### config.mk
export PLATFORM = sky130hd
export DESIGN_NAME = tfp_pwm
export DESIGN_NICKNAME = d
export VERILOG_FILES = /design/src/hw/tfp_pkg.sv /design/src/hw/tfp_pwm.sv
export SDC_FILE = /design/constraint.sdc
export NUM_CORES = 1
export LEC_CHECK = 0
export ABC_AREA = 1
export BUFFER_PORTS_ARGS = -buffer_cell sky130_fd_sc_hd__buf_2
export CORE_ASPECT_RATIO = 1.25
export CORE_MARGIN = 2
export CORE_UTILIZATION = 40
export DETAILED_ROUTE_END_ITERATION = 10
export PLACE_DENSITY = 0.63
export RECOVER_POWER = 25
export SETUP_SLACK_MARGIN = 0.02
export SYNTH_ARGS = -nofsm -noshare
export SYNTH_HDL_FRONTEND = slang
export SYNTH_SLANG_ARGS = --single-unit
### constraint.sdc
create_clock -name hclk -period 2.98 [get_ports hclk]
set_input_delay 0.149 -clock hclk [delete_from_list [all_inputs] [get_ports hclk]]
set_output_delay 0.149 -clock hclk [all_outputs]
set_load 0.005 [all_outputs]
### src/hw/tfp_pkg.sv
// Package for the 16-bit timer PWM waveform block.
// Assumes a single AHB-Lite slave on hclk with word-aligned registers.
package tfp_pkg;
   // Register byte offsets
   localparam logic [7:0] OFF_CTRL = 8'h00;
   localparam logic [7:0] OFF_CMP_A = 8'h04;
   localparam logic [7:0] OFF_CMP_B = 8'h08;
   localparam logic [7:0] OFF_CAP_TOP = 8'h0c;
   localparam logic [7:0] OFF_COUNT = 8'h10;
   localparam logic [7:0] OFF_FLAGS = 8'h14;
   // Control field positions
   localparam int CTRL_MODE_LSB = 0;
   localparam int CTRL_ACT_A_LSB = 4;
   localparam int CTRL_ACT_B_LSB = 6;
   localparam int CTRL_PRE_LSB = 8;
   localparam int CTRL_DIR_A = 11;
   localparam int CTRL_DIR_B = 12;
   // Flag bit positions
   localparam int FLG_OVF = 0;
   localparam int FLG_CMP_A = 1;
   localparam int FLG_CMP_B = 2;
   localparam int FLG_CAP = 3;
   // Fixed TOP values
   localparam logic [15:0] TOP_8 = 16'h00ff;
   localparam logic [15:0] TOP_9 = 16'h01ff;
   localparam logic [15:0] TOP_10 = 16'h03ff;
   localparam logic [15:0] CNT_MAX = 16'hffff;
   localparam logic [15:0] CNT_BOTTOM = 16'h0000;
   localparam logic [31:0] RESET_WORD = 32'h0000_0000;
   // Waveform modes
   typedef enum logic [3:0]
   {
      TFP_M_OFF = 4'h0,
      TFP_M_PC8 = 4'h1,
      TFP_M_PC9 = 4'h2,
      TFP_M_PC10 = 4'h3,
      TFP_M_FP8 = 4'h5,
      TFP_M_FP9 = 4'h6,
      TFP_M_FP10 = 4'h7,
      TFP_M_PCCAP = 4'ha,
      TFP_M_PCCMP = 4'hb,
      TFP_M_FPCAP = 4'he,
      TFP_M_FPCMP = 4'hf
   } tfp_mode_t;
   // Output actions
   localparam logic [1:0] ACT_NONE = 2'h0;
   localparam logic [1:0] ACT_TOGGLE = 2'h1;
   localparam logic [1:0] ACT_NONINV = 2'h2;
   localparam logic [1:0] ACT_INV = 2'h3;
   // Prescaler selections: 1, 8, 64, 256, 1024
   localparam logic [2:0] PRE_STOP = 3'h0;
   localparam logic [2:0] PRE_1 = 3'h1;
   localparam logic [2:0] PRE_8 = 3'h2;
   localparam logic [2:0] PRE_64 = 3'h3;
   localparam logic [2:0] PRE_256 = 3'h4;
   localparam logic [2:0] PRE_1024 = 3'h5;
   localparam logic [9:0] DIV_8 = 10'h007;
   localparam logic [9:0] DIV_64 = 10'h03f;
   localparam logic [9:0] DIV_256 = 10'h0ff;
   localparam logic [9:0] DIV_1024 = 10'h3ff;
endpackage : tfp_pkg

### src/hw/tfp_pwm.sv
// 16-bit timer waveform generator: fast and phase correct PWM.
// Assumes one AHB-Lite master, single word transfers, always OKAY.
// Notes on behaviour
// - fast PWM counts up to mode's TOP
// - at TOP, next timer cycle clears count
// - overflow at TOP; TOP register flag too
// - fixed TOP masks high compare bits
// - capture TOP unbuffered; missed match wraps
// - compare A buffered, loaded at fast TOP
// - action 2 non-inverted, 3 inverted
// - pin visible only when direction is output
// - compare zero spike; compare TOP constant
// - action 1 toggles A in mode 15
// - modes 1,2,3,10,11 count up/down
// - phase TOP per mode, held one cycle
// - phase: clear on up, set on down
// - phase overflow at BOTTOM, loads at TOP
// - phase period starts and ends at TOP
// - prescaler divides by 1,8,64,256,1024
// - action 0 leaves output, pin to port
// - reset clears output registers
//
// Implementation choices: the address map and the AHB-Lite register port.
`timescale 1ns/1ns
module tfp_pwm
   import tfp_pkg::*;
(
   input wire logic hclk,
   input wire logic hresetn,
   input wire logic hsel,
   input wire logic [7:0] haddr,
   input wire logic [1:0] htrans,
   input wire logic hwrite,
   input wire logic [2:0] hsize,
   input wire logic [31:0] hwdata,
   input wire logic hready,
   output logic [31:0] hrdata,
   output logic hreadyout,
   output logic hresp,
   input wire logic port_data_a,
   input wire logic port_data_b,
   output logic compare_output_a,
   output logic compare_output_b,
   output logic compare_output_a_oe_n,
   output logic compare_output_b_oe_n
);
   import tfp_pkg::*;

   ////////////////////////////////////////////////////////////////////////
   // State
   logic [12:0] ctrl, next_ctrl;
   logic [15:0] cmp_buf_a, next_cmp_buf_a, cmp_buf_b, next_cmp_buf_b;
   logic [15:0] cmp_a, next_cmp_a, cmp_b, next_cmp_b;
   logic [15:0] capture_top_reg, next_capture_top_reg;
   logic [15:0] count_value, next_count_value;
   logic count_down, next_count_down;
   logic [3:0] flags, next_flags;
   logic oc_a, next_oc_a, oc_b, next_oc_b;
   logic [9:0] pre_cnt, next_pre_cnt;
   logic tick, next_tick;
   logic wr_pend, next_wr_pend;
   logic [7:0] addr_q, next_addr_q;
   logic [31:0] next_hrdata;
   logic next_pin_a, next_pin_b, next_oe_a_n, next_oe_b_n;

   tfp_mode_t mode;
   logic [1:0] output_action_sel_a, output_action_sel_b;
   logic [2:0] pre_sel;
   logic is_fast, is_phase, fixed_top, at_top, at_bottom;
   logic [15:0] top, wmask, wdata16;
   logic match_a, match_b;

   assign mode = tfp_mode_t'(ctrl[CTRL_MODE_LSB +: 4]);
   assign output_action_sel_a = ctrl[CTRL_ACT_A_LSB +: 2];
   assign output_action_sel_b = ctrl[CTRL_ACT_B_LSB +: 2];
   assign pre_sel = ctrl[CTRL_PRE_LSB +: 3];
   assign wdata16 = hwdata[15:0];

   ////////////////////////////////////////////////////////////////////////
   // Mode decode and TOP selection
   always_comb
   begin
      is_fast = 1'b0;
      is_phase = 1'b0;
      fixed_top = 1'b1;
      top = TOP_8;
      case (mode)
         TFP_M_FP8: is_fast = 1'b1;
         TFP_M_FP9:
         begin
            is_fast = 1'b1;
            top = TOP_9;
         end
         TFP_M_FP10:
         begin
            is_fast = 1'b1;
            top = TOP_10;
         end
         TFP_M_FPCAP:
         begin
            is_fast = 1'b1;
            fixed_top = 1'b0;
            top = capture_top_reg;
         end
         TFP_M_FPCMP:
         begin
            is_fast = 1'b1;
            fixed_top = 1'b0;
            top = cmp_a;
         end
         TFP_M_PC8: is_phase = 1'b1;
         TFP_M_PC9:
         begin
            is_phase = 1'b1;
            top = TOP_9;
         end
         TFP_M_PC10:
         begin
            is_phase = 1'b1;
            top = TOP_10;
         end
         TFP_M_PCCAP:
         begin
            is_phase = 1'b1;
            fixed_top = 1'b0;
            top = capture_top_reg;
         end
         TFP_M_PCCMP:
         begin
            is_phase = 1'b1;
            fixed_top = 1'b0;
            top = cmp_a;
         end
         default: fixed_top = 1'b0;
      endcase
      // Mask above fixed resolution on compare writes
      wmask = (fixed_top && (is_fast || is_phase)) ? top : CNT_MAX;
   end

   assign at_top = (count_value == top);
   assign at_bottom = (count_value == CNT_BOTTOM);
   assign match_a = (count_value == cmp_a);
   assign match_b = (count_value == cmp_b);

   ////////////////////////////////////////////////////////////////////////
   // Prescaler: tick is a one-cycle timer enable
   always_comb
   begin
      next_pre_cnt = pre_cnt + 10'h001;
      next_tick = 1'b0;
      case (pre_sel)
         PRE_1: next_tick = 1'b1;
         PRE_8: next_tick = (pre_cnt[2:0] == DIV_8[2:0]);
         PRE_64: next_tick = (pre_cnt[5:0] == DIV_64[5:0]);
         PRE_256: next_tick = (pre_cnt[7:0] == DIV_256[7:0]);
         PRE_1024: next_tick = (pre_cnt == DIV_1024);
         default: next_pre_cnt = 10'h000; // Stopped
      endcase
   end

   ////////////////////////////////////////////////////////////////////////
   // Bus, counter, compare and output logic
   always_comb
   begin
      next_ctrl = ctrl;
      next_cmp_buf_a = cmp_buf_a;
      next_cmp_buf_b = cmp_buf_b;
      next_cmp_a = cmp_a;
      next_cmp_b = cmp_b;
      next_capture_top_reg = capture_top_reg;
      next_count_value = count_value;
      next_count_down = count_down;
      next_flags = flags;
      next_oc_a = oc_a;
      next_oc_b = oc_b;
      next_hrdata = RESET_WORD;
      // Address phase capture; slave is zero wait state
      next_wr_pend = hsel && hready && htrans[1] && hwrite;
      next_addr_q = (hsel && hready && htrans[1]) ? haddr : addr_q;

      // Timer step, only on the enable
      if (tick)
      begin
         if (is_fast)
         begin
            if (at_top)
            begin
               next_count_value = CNT_BOTTOM;
               next_flags[FLG_OVF] = 1'b1;
               next_cmp_a = cmp_buf_a;
               next_cmp_b = cmp_buf_b;
               if (mode == TFP_M_FPCMP)
                  next_flags[FLG_CMP_A] = 1'b1;
               if (mode == TFP_M_FPCAP)
                  next_flags[FLG_CAP] = 1'b1;
            end
            else
               next_count_value = count_value + 16'h0001;
            // Match actions, then TOP->BOTTOM action at TOP; a match at TOP wins
            if (match_a)
            begin
               next_flags[FLG_CMP_A] = 1'b1;
               if (output_action_sel_a == ACT_NONINV)
                  next_oc_a = 1'b1;
               else if (output_action_sel_a == ACT_INV)
                  next_oc_a = 1'b0;
               else if (output_action_sel_a == ACT_TOGGLE &&
                        mode == TFP_M_FPCMP)
                  next_oc_a = !oc_a;
            end
            if (match_b)
            begin
               next_flags[FLG_CMP_B] = 1'b1;
               if (output_action_sel_b == ACT_NONINV)
                  next_oc_b = 1'b1;
               else if (output_action_sel_b == ACT_INV)
                  next_oc_b = 1'b0;
            end
            // Compare at TOP keeps level constant; compare 0 gives spike
            if (at_top && !match_a && output_action_sel_a[1])
               next_oc_a = output_action_sel_a[0];
            if (at_top && !match_b && output_action_sel_b[1])
               next_oc_b = output_action_sel_b[0];
         end
         else if (is_phase)
         begin
            if (!count_down)
            begin
               if (at_top)
               begin
                  // TOP stands one cycle only, then turn; loads at TOP
                  next_count_down = 1'b1;
                  next_count_value = count_value - 16'h0001;
                  next_cmp_a = cmp_buf_a;
                  next_cmp_b = cmp_buf_b;
                  if (mode == TFP_M_PCCMP)
                     next_flags[FLG_CMP_A] = 1'b1;
                  if (mode == TFP_M_PCCAP)
                     next_flags[FLG_CAP] = 1'b1;
               end
               else
                  next_count_value = count_value + 16'h0001;
            end
            else
            begin
               next_count_value = count_value - 16'h0001;
               if (count_value == 16'h0001)
               begin
                  next_count_down = 1'b0;
                  next_flags[FLG_OVF] = 1'b1;
               end
            end
            if (match_a)
            begin
               next_flags[FLG_CMP_A] = 1'b1;
               if (output_action_sel_a[1])
                  next_oc_a = output_action_sel_a[0] ^ count_down;
               else if (output_action_sel_a == ACT_TOGGLE &&
                        mode == TFP_M_PCCMP)
                  next_oc_a = !oc_a;
            end
            if (match_b)
            begin
               next_flags[FLG_CMP_B] = 1'b1;
               if (output_action_sel_b[1])
                  next_oc_b = output_action_sel_b[0] ^ count_down;
            end
         end
         else
            next_count_value = count_value + 16'h0001;
      end

      // A stale down direction would wrap a zeroed count
      if (!is_phase)
         next_count_down = 1'b0;

      // Register writes; set of a flag wins over its clear only if the flag was clear
      if (wr_pend)
      begin
         if (addr_q == OFF_CTRL)
            next_ctrl = hwdata[12:0];
         else if (addr_q == OFF_CMP_A)
            next_cmp_buf_a = wdata16 & wmask;
         else if (addr_q == OFF_CMP_B)
            next_cmp_buf_b = wdata16 & wmask;
         else if (addr_q == OFF_CAP_TOP)
            next_capture_top_reg = wdata16;
         else if (addr_q == OFF_COUNT)
            next_count_value = wdata16;
         else if (addr_q == OFF_FLAGS)
            next_flags = next_flags & ~(hwdata[3:0] & ~next_flags ^
                         hwdata[3:0] & flags);
      end
      // Compare registers follow buffers outside PWM modes
      if (!is_fast && !is_phase)
      begin
         next_cmp_a = next_cmp_buf_a;
         next_cmp_b = next_cmp_buf_b;
      end

      // Read data registered in the address phase, so it stands in the
      // data phase; next values make a write just landed visible
      if (hsel && hready && htrans[1] && !hwrite)
      begin
         if (haddr == OFF_CTRL)
            next_hrdata = {19'h00000, next_ctrl};
         else if (haddr == OFF_CMP_A)
            next_hrdata = {16'h0000, next_cmp_buf_a};
         else if (haddr == OFF_CMP_B)
            next_hrdata = {16'h0000, next_cmp_buf_b};
         else if (haddr == OFF_CAP_TOP)
            next_hrdata = {16'h0000, next_capture_top_reg};
         else if (haddr == OFF_COUNT)
            next_hrdata = {16'h0000, next_count_value};
         else if (haddr == OFF_FLAGS)
            next_hrdata = {28'h0000000, next_flags};
      end

      // Pin override and direction
      next_pin_a = (output_action_sel_a != ACT_NONE) ? oc_a : port_data_a;
      next_pin_b = (output_action_sel_b != ACT_NONE) ? oc_b : port_data_b;
      next_oe_a_n = !ctrl[CTRL_DIR_A];
      next_oe_b_n = !ctrl[CTRL_DIR_B];
   end

   ////////////////////////////////////////////////////////////////////////
   // Registers
   always_ff @(posedge hclk or negedge hresetn)
   begin
      if (!hresetn)
      begin
         ctrl <= 13'h0000;
         cmp_buf_a <= CNT_BOTTOM;
         cmp_buf_b <= CNT_BOTTOM;
         cmp_a <= CNT_BOTTOM;
         cmp_b <= CNT_BOTTOM;
         capture_top_reg <= CNT_BOTTOM;
         count_value <= CNT_BOTTOM;
         count_down <= 1'b0;
         flags <= 4'h0;
         oc_a <= 1'b0;
         oc_b <= 1'b0;
         pre_cnt <= 10'h000;
         tick <= 1'b0;
         wr_pend <= 1'b0;
         addr_q <= 8'h00;
         hrdata <= RESET_WORD;
         compare_output_a <= 1'b0;
         compare_output_b <= 1'b0;
         compare_output_a_oe_n <= 1'b1;
         compare_output_b_oe_n <= 1'b1;
      end
      else
      begin
         ctrl <= next_ctrl;
         cmp_buf_a <= next_cmp_buf_a;
         cmp_buf_b <= next_cmp_buf_b;
         cmp_a <= next_cmp_a;
         cmp_b <= next_cmp_b;
         capture_top_reg <= next_capture_top_reg;
         count_value <= next_count_value;
         count_down <= next_count_down;
         flags <= next_flags;
         oc_a <= next_oc_a;
         oc_b <= next_oc_b;
         pre_cnt <= next_pre_cnt;
         tick <= next_tick;
         wr_pend <= next_wr_pend;
         addr_q <= next_addr_q;
         hrdata <= next_hrdata;
         compare_output_a <= next_pin_a;
         compare_output_b <= next_pin_b;
         compare_output_a_oe_n <= next_oe_a_n;
         compare_output_b_oe_n <= next_oe_b_n;
      end
   end

   // Zero wait state, OKAY only
   assign hreadyout = 1'b1;
   assign hresp = 1'b0;
endmodule : tfp_pwm

==> run metrics, run 1 <==
Worst Path Required 3.30 ns; Async SR Flop Fraction 100%; CTS clock-pin slew for the worst setup and hold paths 0.06 ns; synth unique cells 46; synthesized area per cell 7.16 sq um; minimum clock period 2.74 ns; Worst Tran Pin Value 2.16 ns; top cell type's share of synthesized area 40.5%; CTS buffer count 17; f_max 365 MHz; Critical Path AT 3.06 ns; 1st-iter DRT viols 720; placed cell area 10300 sq um; WHS 0.00802 ns; CP Cell Sequence buf_4 -> nand2_1 -> inv_1 -> nand3_1 -> o2111a_1 -> nand2_1 -> clkinv_1 -> nand2_1 -> buf_4 -> nand2_1 -> nand2_1 -> nand3_1 -> nand2_1 -> nand2_1 -> nand2_1 -> nand2_1 -> a21oi_1 -> nor2_1; Post-synth EDFFs 0; All-Layer GR Usage 24.9%; power per cell area 643 nW/um^2; Most common cell on crit path nand2_1; DRC viols 0; initial antenna violation count 0; Leak 5.74 nW; status finished, violations left; Finished Cell Area 11000 sq um; crit path buf inv count 4; Clock Skews 0.0135 ns; CP Capture Type flip-flop; slowest CP cell dfrtp_2; share of the clock period used by the worst path 91.9%; Post-Syn Area 9510 sq um; die area 25000 sq um; largest net degree at the start of global routing 78; CP top delay family simple AND/OR/NAND/NOR gates; HP Class in -> reg; TritonCTS clock tree yes; Die W 142 um; leading area contributor after synthesis dfrtp_1; grt ovf 0; WL met3 1730 um; vias per cell 5.33; Post-Route WL 30300 um; PnR Total Power 7.09 mW; placer congestion estimate 1.03; met2 WL post-DR 14800 um; # diodes 0; Critical Path Max Stage Delay 0.44 ns; Slew HR -44.3%; Die Y 176 um; top layer used by detailed routing met4; vias 9123; wl on met1 12400 um; share of cells above drive strength 1 12.1%; HPWL after detailed placement 22000 um; Final Hold Viols 0; Syn Inst Count 1329; Primary FF master, synth dfrtp_1; Final TNS setup 0 ns; CTS Buffer Depth 2; vias in the first global route 8666; Max Cap Violations 1; RSZ-0062 raised after global routing no; WHS Path Cells 3; Buffers on Ports 51; Sink Count 156; Max FO, Critical Path 23; Root Driver clkbuf_16; Final Core Density 46.8%; fin nets 1463; R2R depth 18; # rows 63; I/O pins 90; Yosys Warn Count 0; CTS H-tree depth 4; most common cell after layout, fill and taps aside nand2_1; Initial Utilization 40.4%; antenna-violating nets left 0; Clock Latency Late Sink 0.45 ns; Seq cells post-synth 156; VDD IR-drop max 479 uV; fin. max-slew vios 76; fillers 2350; top post-synthesis cells by area dfrtp_1 (41%), nand2_1 (16%), inv_1 (6.2%); most frequent cells in the layout nand2_1 (405), inv_1 (156), dfrtp_1 (153); final setup fails 0; Layout area overhead 16.0%; Crit Path Class reg -> reg; failing checks max-capacitance violations, max-slew violations; DR WL/cell 17.7 um; sequential area share after synthesis 41.1%; Core Area 23600 sq um; Setup crit start kind flip-flop; global-route wire length before repair 47500 um; first-pass iteration count of the detailed router 5; Worst path depth 18
==> timing repair <==
| item | 4_1_cts | 5_1_grt |
|---|---|---|
| hold endpoints to repair | 88 | 1 |
| hold buffers | 15 | 1 |
| setup endpoints to repair | 0 | 12 |
| gates resized for setup | 0 | 4 |
| setup buffers | 0 | 1 |
==> metal layers <==
| layer | GRT usage, % | vias to the layer above |
|---|---|---|
| li1 | - | 4377 |
| met1 | 31.6 | 4306 |
| met2 | 41.8 | 357 |
| met3 | 3.44 | 83 |
| met4 | 12.2 | 0 |
| met5 | 0 | - |
==> kinds of logic after synthesis <==
| group | share of synthesized area [%] |
|---|---|
| flip-flops | 41.1 |
| adder cells (fa/ha/maj) | 0.658 |
| XOR/XNOR | 5.25 |
| AO/OA/AOI/OAI | 11.8 |
| buffers and inverters | 10.7 |
| AND/OR/NAND/NOR | 30.2 |
| other | 0.0789 |
| multiplexers | 0.237 |
==> through the flow <==
stage | std cells | setup WS, ns
finish | 1711 | 0.241
global route | 1711 | 0.0207
CTS | 1709 | 0.257
detailed placement | 1662 | 0.278
global placement | 1662 | 0.285
floorplan | 1345 | 0.738
==> cells in the mapped netlist (all sizes together), types with 16 or more instances <==
cell,count
a21oi,55
nand3,103
dfrtp,154
o211ai,16
nor2,101
buf,42
nand4,27
inv,161
nand2,409
o21ai,101
xor2,48
clkbuf,35
==> layout make-up <==
cell class                      instances  area, sq um  share of cell area [%]
Clock buffer                           20          447                    4.05
Clock inverter                         12          140                    1.27
Inverter                              163          614                    5.57
Multi-Input combinational cell        949         4670                    42.3
Sequential cell                       156         3910                    35.4
Tap cell                              292          365                    3.31
Timing Repair Buffer                  119          892                    8.09
==> worst register-to-register path, stage by stage (launching register included) <==
cell      delay (ns)
dfrtp_2         0.44
buf_4           0.24
nand2_1         0.10
inv_1           0.11
nand3_1         0.08
o2111a_1        0.13
nand2_1         0.11
clkinv_1        0.11
nand2_1         0.09
buf_4           0.37
nand2_1         0.17
nand2_1         0.08
nand3_1         0.06
nand2_1         0.08
nand2_1         0.08
nand2_1         0.06
nand2_1         0.05
a21oi_1         0.19
nor2_1          0.08
==> final timing paths <==
kind,start,end,slack (ns)
max,ctrl[0],hrdata[1],0.24
min,haddr[6],addr_q[6],0.008
max reg2reg,ctrl[0],hrdata[1],0.24
min reg2reg,ctrl[11],compare_output_a_oe_n,0.40
max in group asynchronous,hresetn,ctrl[0],0.69
min in group asynchronous,hresetn,addr_q[7],0.87
==> where the power goes <==
part	total [mW]	internal [mW]	leakage (nW)	switching [mW]
combinational	2.24	0.846	3.68	1.40
sequential	2.66	2.35	1.78	0.313
clock	2.18	1.26	0.282	0.921
total	7.09	4.46	5.74	2.63
(Power assumes the default switching activity.)
==> inputs of run 2 (changes only) <==
--- a/config.mk
+++ b/config.mk
@@ -10,6 +10,7 @@
 export CORE_ASPECT_RATIO = 1.25
 export CORE_MARGIN = 2
 export CORE_UTILIZATION = 40
+export CTS_BUF_LIST = sky130_fd_sc_hd__clkbuf_8
 export DETAILED_ROUTE_END_ITERATION = 10
 export PLACE_DENSITY = 0.63
 export RECOVER_POWER = 25
==> constraint.sdc (replaced) <==
create_clock -name hclk -period 2.92 [get_ports hclk]
set_input_delay 0.146 -clock hclk [delete_from_list [all_inputs] [get_ports hclk]]
set_output_delay 0.146 -clock hclk [all_outputs]
set_load 0.005 [all_outputs]
==> run 2 against run 1 <==
The flow still finishes with violations (max-capacitance violations, max-slew violations). Global-route usage increased by 0.68 points. Sequential power about the same. First-iteration DRC count increased by 11%. Sequential share of layout area decreased by 0.097 points. Total power decreased by 6.0%. Maximum frequency increased by 0.50%. Wire length increased by 1.5%. Largest power group unchanged. Final cell count increased by 1.8%. Clock skew increased by 0.0042 ns. Non-clock buffer count increased by 31. Flip-flop and latch count unchanged. Highest routed layer unchanged. Critical path depth increased by 5.
==> run metrics, run 2 (synthesis gave the netlist of run 1 again) <==
most frequent cells in the layout nand2_1 (404), inv_1 (156), dfrtp_1 (152); global-route wire length before repair 48700 um (+2.5%); Reg power frac 40.0% (+2.4 points); share of the clock period used by the worst path 93.3% (+1.4 points); Critical Path AT 3.11 ns (+0.05 ns); die area 25000 sq um (unchanged); r2r endpoint hrdata[3]; Final TNS setup 0 ns (unchanged); CTS Buffer Depth 2 (unchanged); minimum clock period 2.73 ns (-0.0137 ns); Layout area overhead 16.3%; first-pass iteration count of the detailed router 5 (unchanged); f_max 367 MHz (+0.50%); Clock Skews 0.0176 ns (+0.00416 ns); All-Layer GR Usage 25.6% (+0.68 points); WHS Path Cells 3 (unchanged); initial antenna violation count 0 (unchanged); fin nets 1494 (+2.1%); Slew HR -12.8% (+32 points); Buffers on Ports 51 (unchanged); Setup crit start kind flip-flop; status finished, violations left; grt ovf 0 (unchanged); Crit Path Class reg -> reg; most common cell after layout, fill and taps aside nand2_1; Root Driver clkbuf_8; Die W 142 um (unchanged); I/O pins 90 (unchanged); Sink Count 156 (unchanged); Final Hold Viols 0 (unchanged); RSZ-0062 raised after global routing yes; failing checks max-capacitance violations, max-slew violations; Post-Route WL 30700 um (+1.5%); Clock Power Share 23.8% (-7.0 points); Leak 5.78 nW (+0.65%); placer congestion estimate 1.00 (-3.0%); Initial Utilization 40.4% (unchanged); CP Cell Sequence buf_12 -> nand2_1 -> nor2_2 -> nand2_1 -> nand2_1 -> nand2_1 -> nand2_1 -> nor2_1 -> nand2_1 -> nor2_2 -> buf_4 -> nand3_1 -> buf_4 -> o21ai_0 -> inv_1 -> nand2_1 -> nand2_1 -> nand2_1 -> nand2_1 -> nand2_1 -> nand2_1 -> nand2_1 -> a21oi_1; DRC viols 0 (unchanged); largest net degree at the start of global routing 101 (+29%); switching pwr 2.62 mW (-0.52%); fin. max-slew vios 29 (-62%); CTS buffer count 17 (unchanged); Switching Fraction 39.2% (+2.1 points); CTS clock-pin slew for the worst setup and hold paths 0.09 ns (+0.03 ns); share of cells above drive strength 1 13.6% (+1.5 points); Core Area 23600 sq um (unchanged); vias in the first global route 8884 (+2.5%); antenna-violating nets left 0 (unchanged); power per cell area 603 nW/um^2 (-6.2%); Clock Latency Late Sink 0.49 ns (+0.04 ns); vias per cell 5.27 (-1.2%); Most common cell on crit path nand2_1; FF-to-FF Start ctrl[1]; # rows 63 (unchanged); Max FO, Critical Path 15 (-35%); Worst Tran Pin Value 1.69 ns (-0.473 ns); vias 9173 (+0.55%); DR WL/cell 17.6 um (-0.35%); Internal 4.05 mW (-9.2%); slowest CP cell dfrtp_2; 1st-iter DRT viols 796 (+11%); FF-to-FF setup slack 0.19 ns (-0.05 ns); CP Capture Type flip-flop; Worst Path Required 3.30 ns (about the same); WHS 0.0513 ns (+0.0432 ns); VDD IR-drop max 404 uV (-16%); TritonCTS clock tree yes; Comb pwr share 36.2% (+4.6 points); R2R depth 23 (+5); hold path startpoint hwdata[0]; # diodes 0 (unchanged); hold path endpoint capture_top_reg[0]; Die Y 176 um (unchanged); HP Class in -> reg; Max Cap Violations 1 (unchanged); CTS H-tree depth 4 (unchanged); final setup fails 0 (unchanged); HPWL after detailed placement 22700 um (+3.2%); Critical Path Max Stage Delay 0.42 ns (-0.02 ns)
-- run 2: changes by cell type in the layout (fill, tap and decap cells not counted), moves of 2 or more --
cell           before  now
dlygate4sd3_1      16   26
buf_12              7    5
clkbuf_8            1   19
buf_6               0    2
buf_4              45   65
inv_6               1    3
clkbuf_16          17    0
-- run 2: area by class of cell --
class | instances | area, sq um
sequential | 156 | 3910
inverter | 163 | 617
clock inverter | 13 | 118
fill | 2385 | 12500
clock buffer | 19 | 262
multi-input combinational | 949 | 4670
tap | 292 | 365
timing repair buffer | 150 | 1130
-- run 2: worst max path at each step --
stage / from / end / slack, ns / depth (start not counted)
2_1_floorplan: count_value[0] / hrdata[12] / 0.68 / 17
3_3_place_gp: ctrl[0] / cmp_a[13] / 0.18 / 16
3_5_place_dp: ctrl[0] / hrdata[3] / 0.17 / 22
4_1_cts: ctrl[0] / hrdata[3] / 0.14 / 22
5_1_grt: ctrl[3] / hrdata[3] / -0.0007 / 22
6_report: ctrl[1] / hrdata[3] / 0.19 / 23
-- run 2: what timing repair did --
action                     CTS  global route
buffers inserted             0             1
hold endpoints to repair   166             0
hold buffers                26             0
resized for setup            0            11
setup endpoints to repair    0            39
-- run 2: power by group through the flow --
stage          Clock [mW]  Combinational (mW)  Sequential, mW
2_1_floorplan           0                1.78            2.55
3_3_place_gp            0                2.33            2.70
3_5_place_dp            0                2.35            2.71
4_1_cts              1.61                2.39            2.66
5_1_grt              1.70                2.73            2.71
6_report             1.59                2.41            2.67
-- run 2: critical path, delay by kind of cell, from the launching register on --
family | cells | cell delay [ns]
buf+inv | 4 | 0.57
flops | 1 | 0.42
compound gates | 2 | 0.30
simple gates | 17 | 1.29
-- run 2: through the flow --
step                power [mW]  instance area, sq um  instances  util (%)  setup WS (ns)
finish                    6.67                 11100       1742      47.0          0.194
global placement          5.03                 10400       1683      44.2          0.177
global route              7.14                 11100       1742      47.0      -0.000727
detailed placement        5.06                 10400       1683      44.2          0.172
floorplan                 4.33                  9570       1345         -          0.678
CTS                       6.66                 11100       1741      46.9          0.144
-- run 2: layer usage --
layer	vias to the layer above	track usage [%]	share of wire (%)	routed length [um]
li1	4441	-	-	-
met1	4371	32.5	42	12900
met2	299	43.5	49	15000
met3	62	4.07	5.4	1640
met4	0	10.5	3.8	1160
met5	-	0	0	0
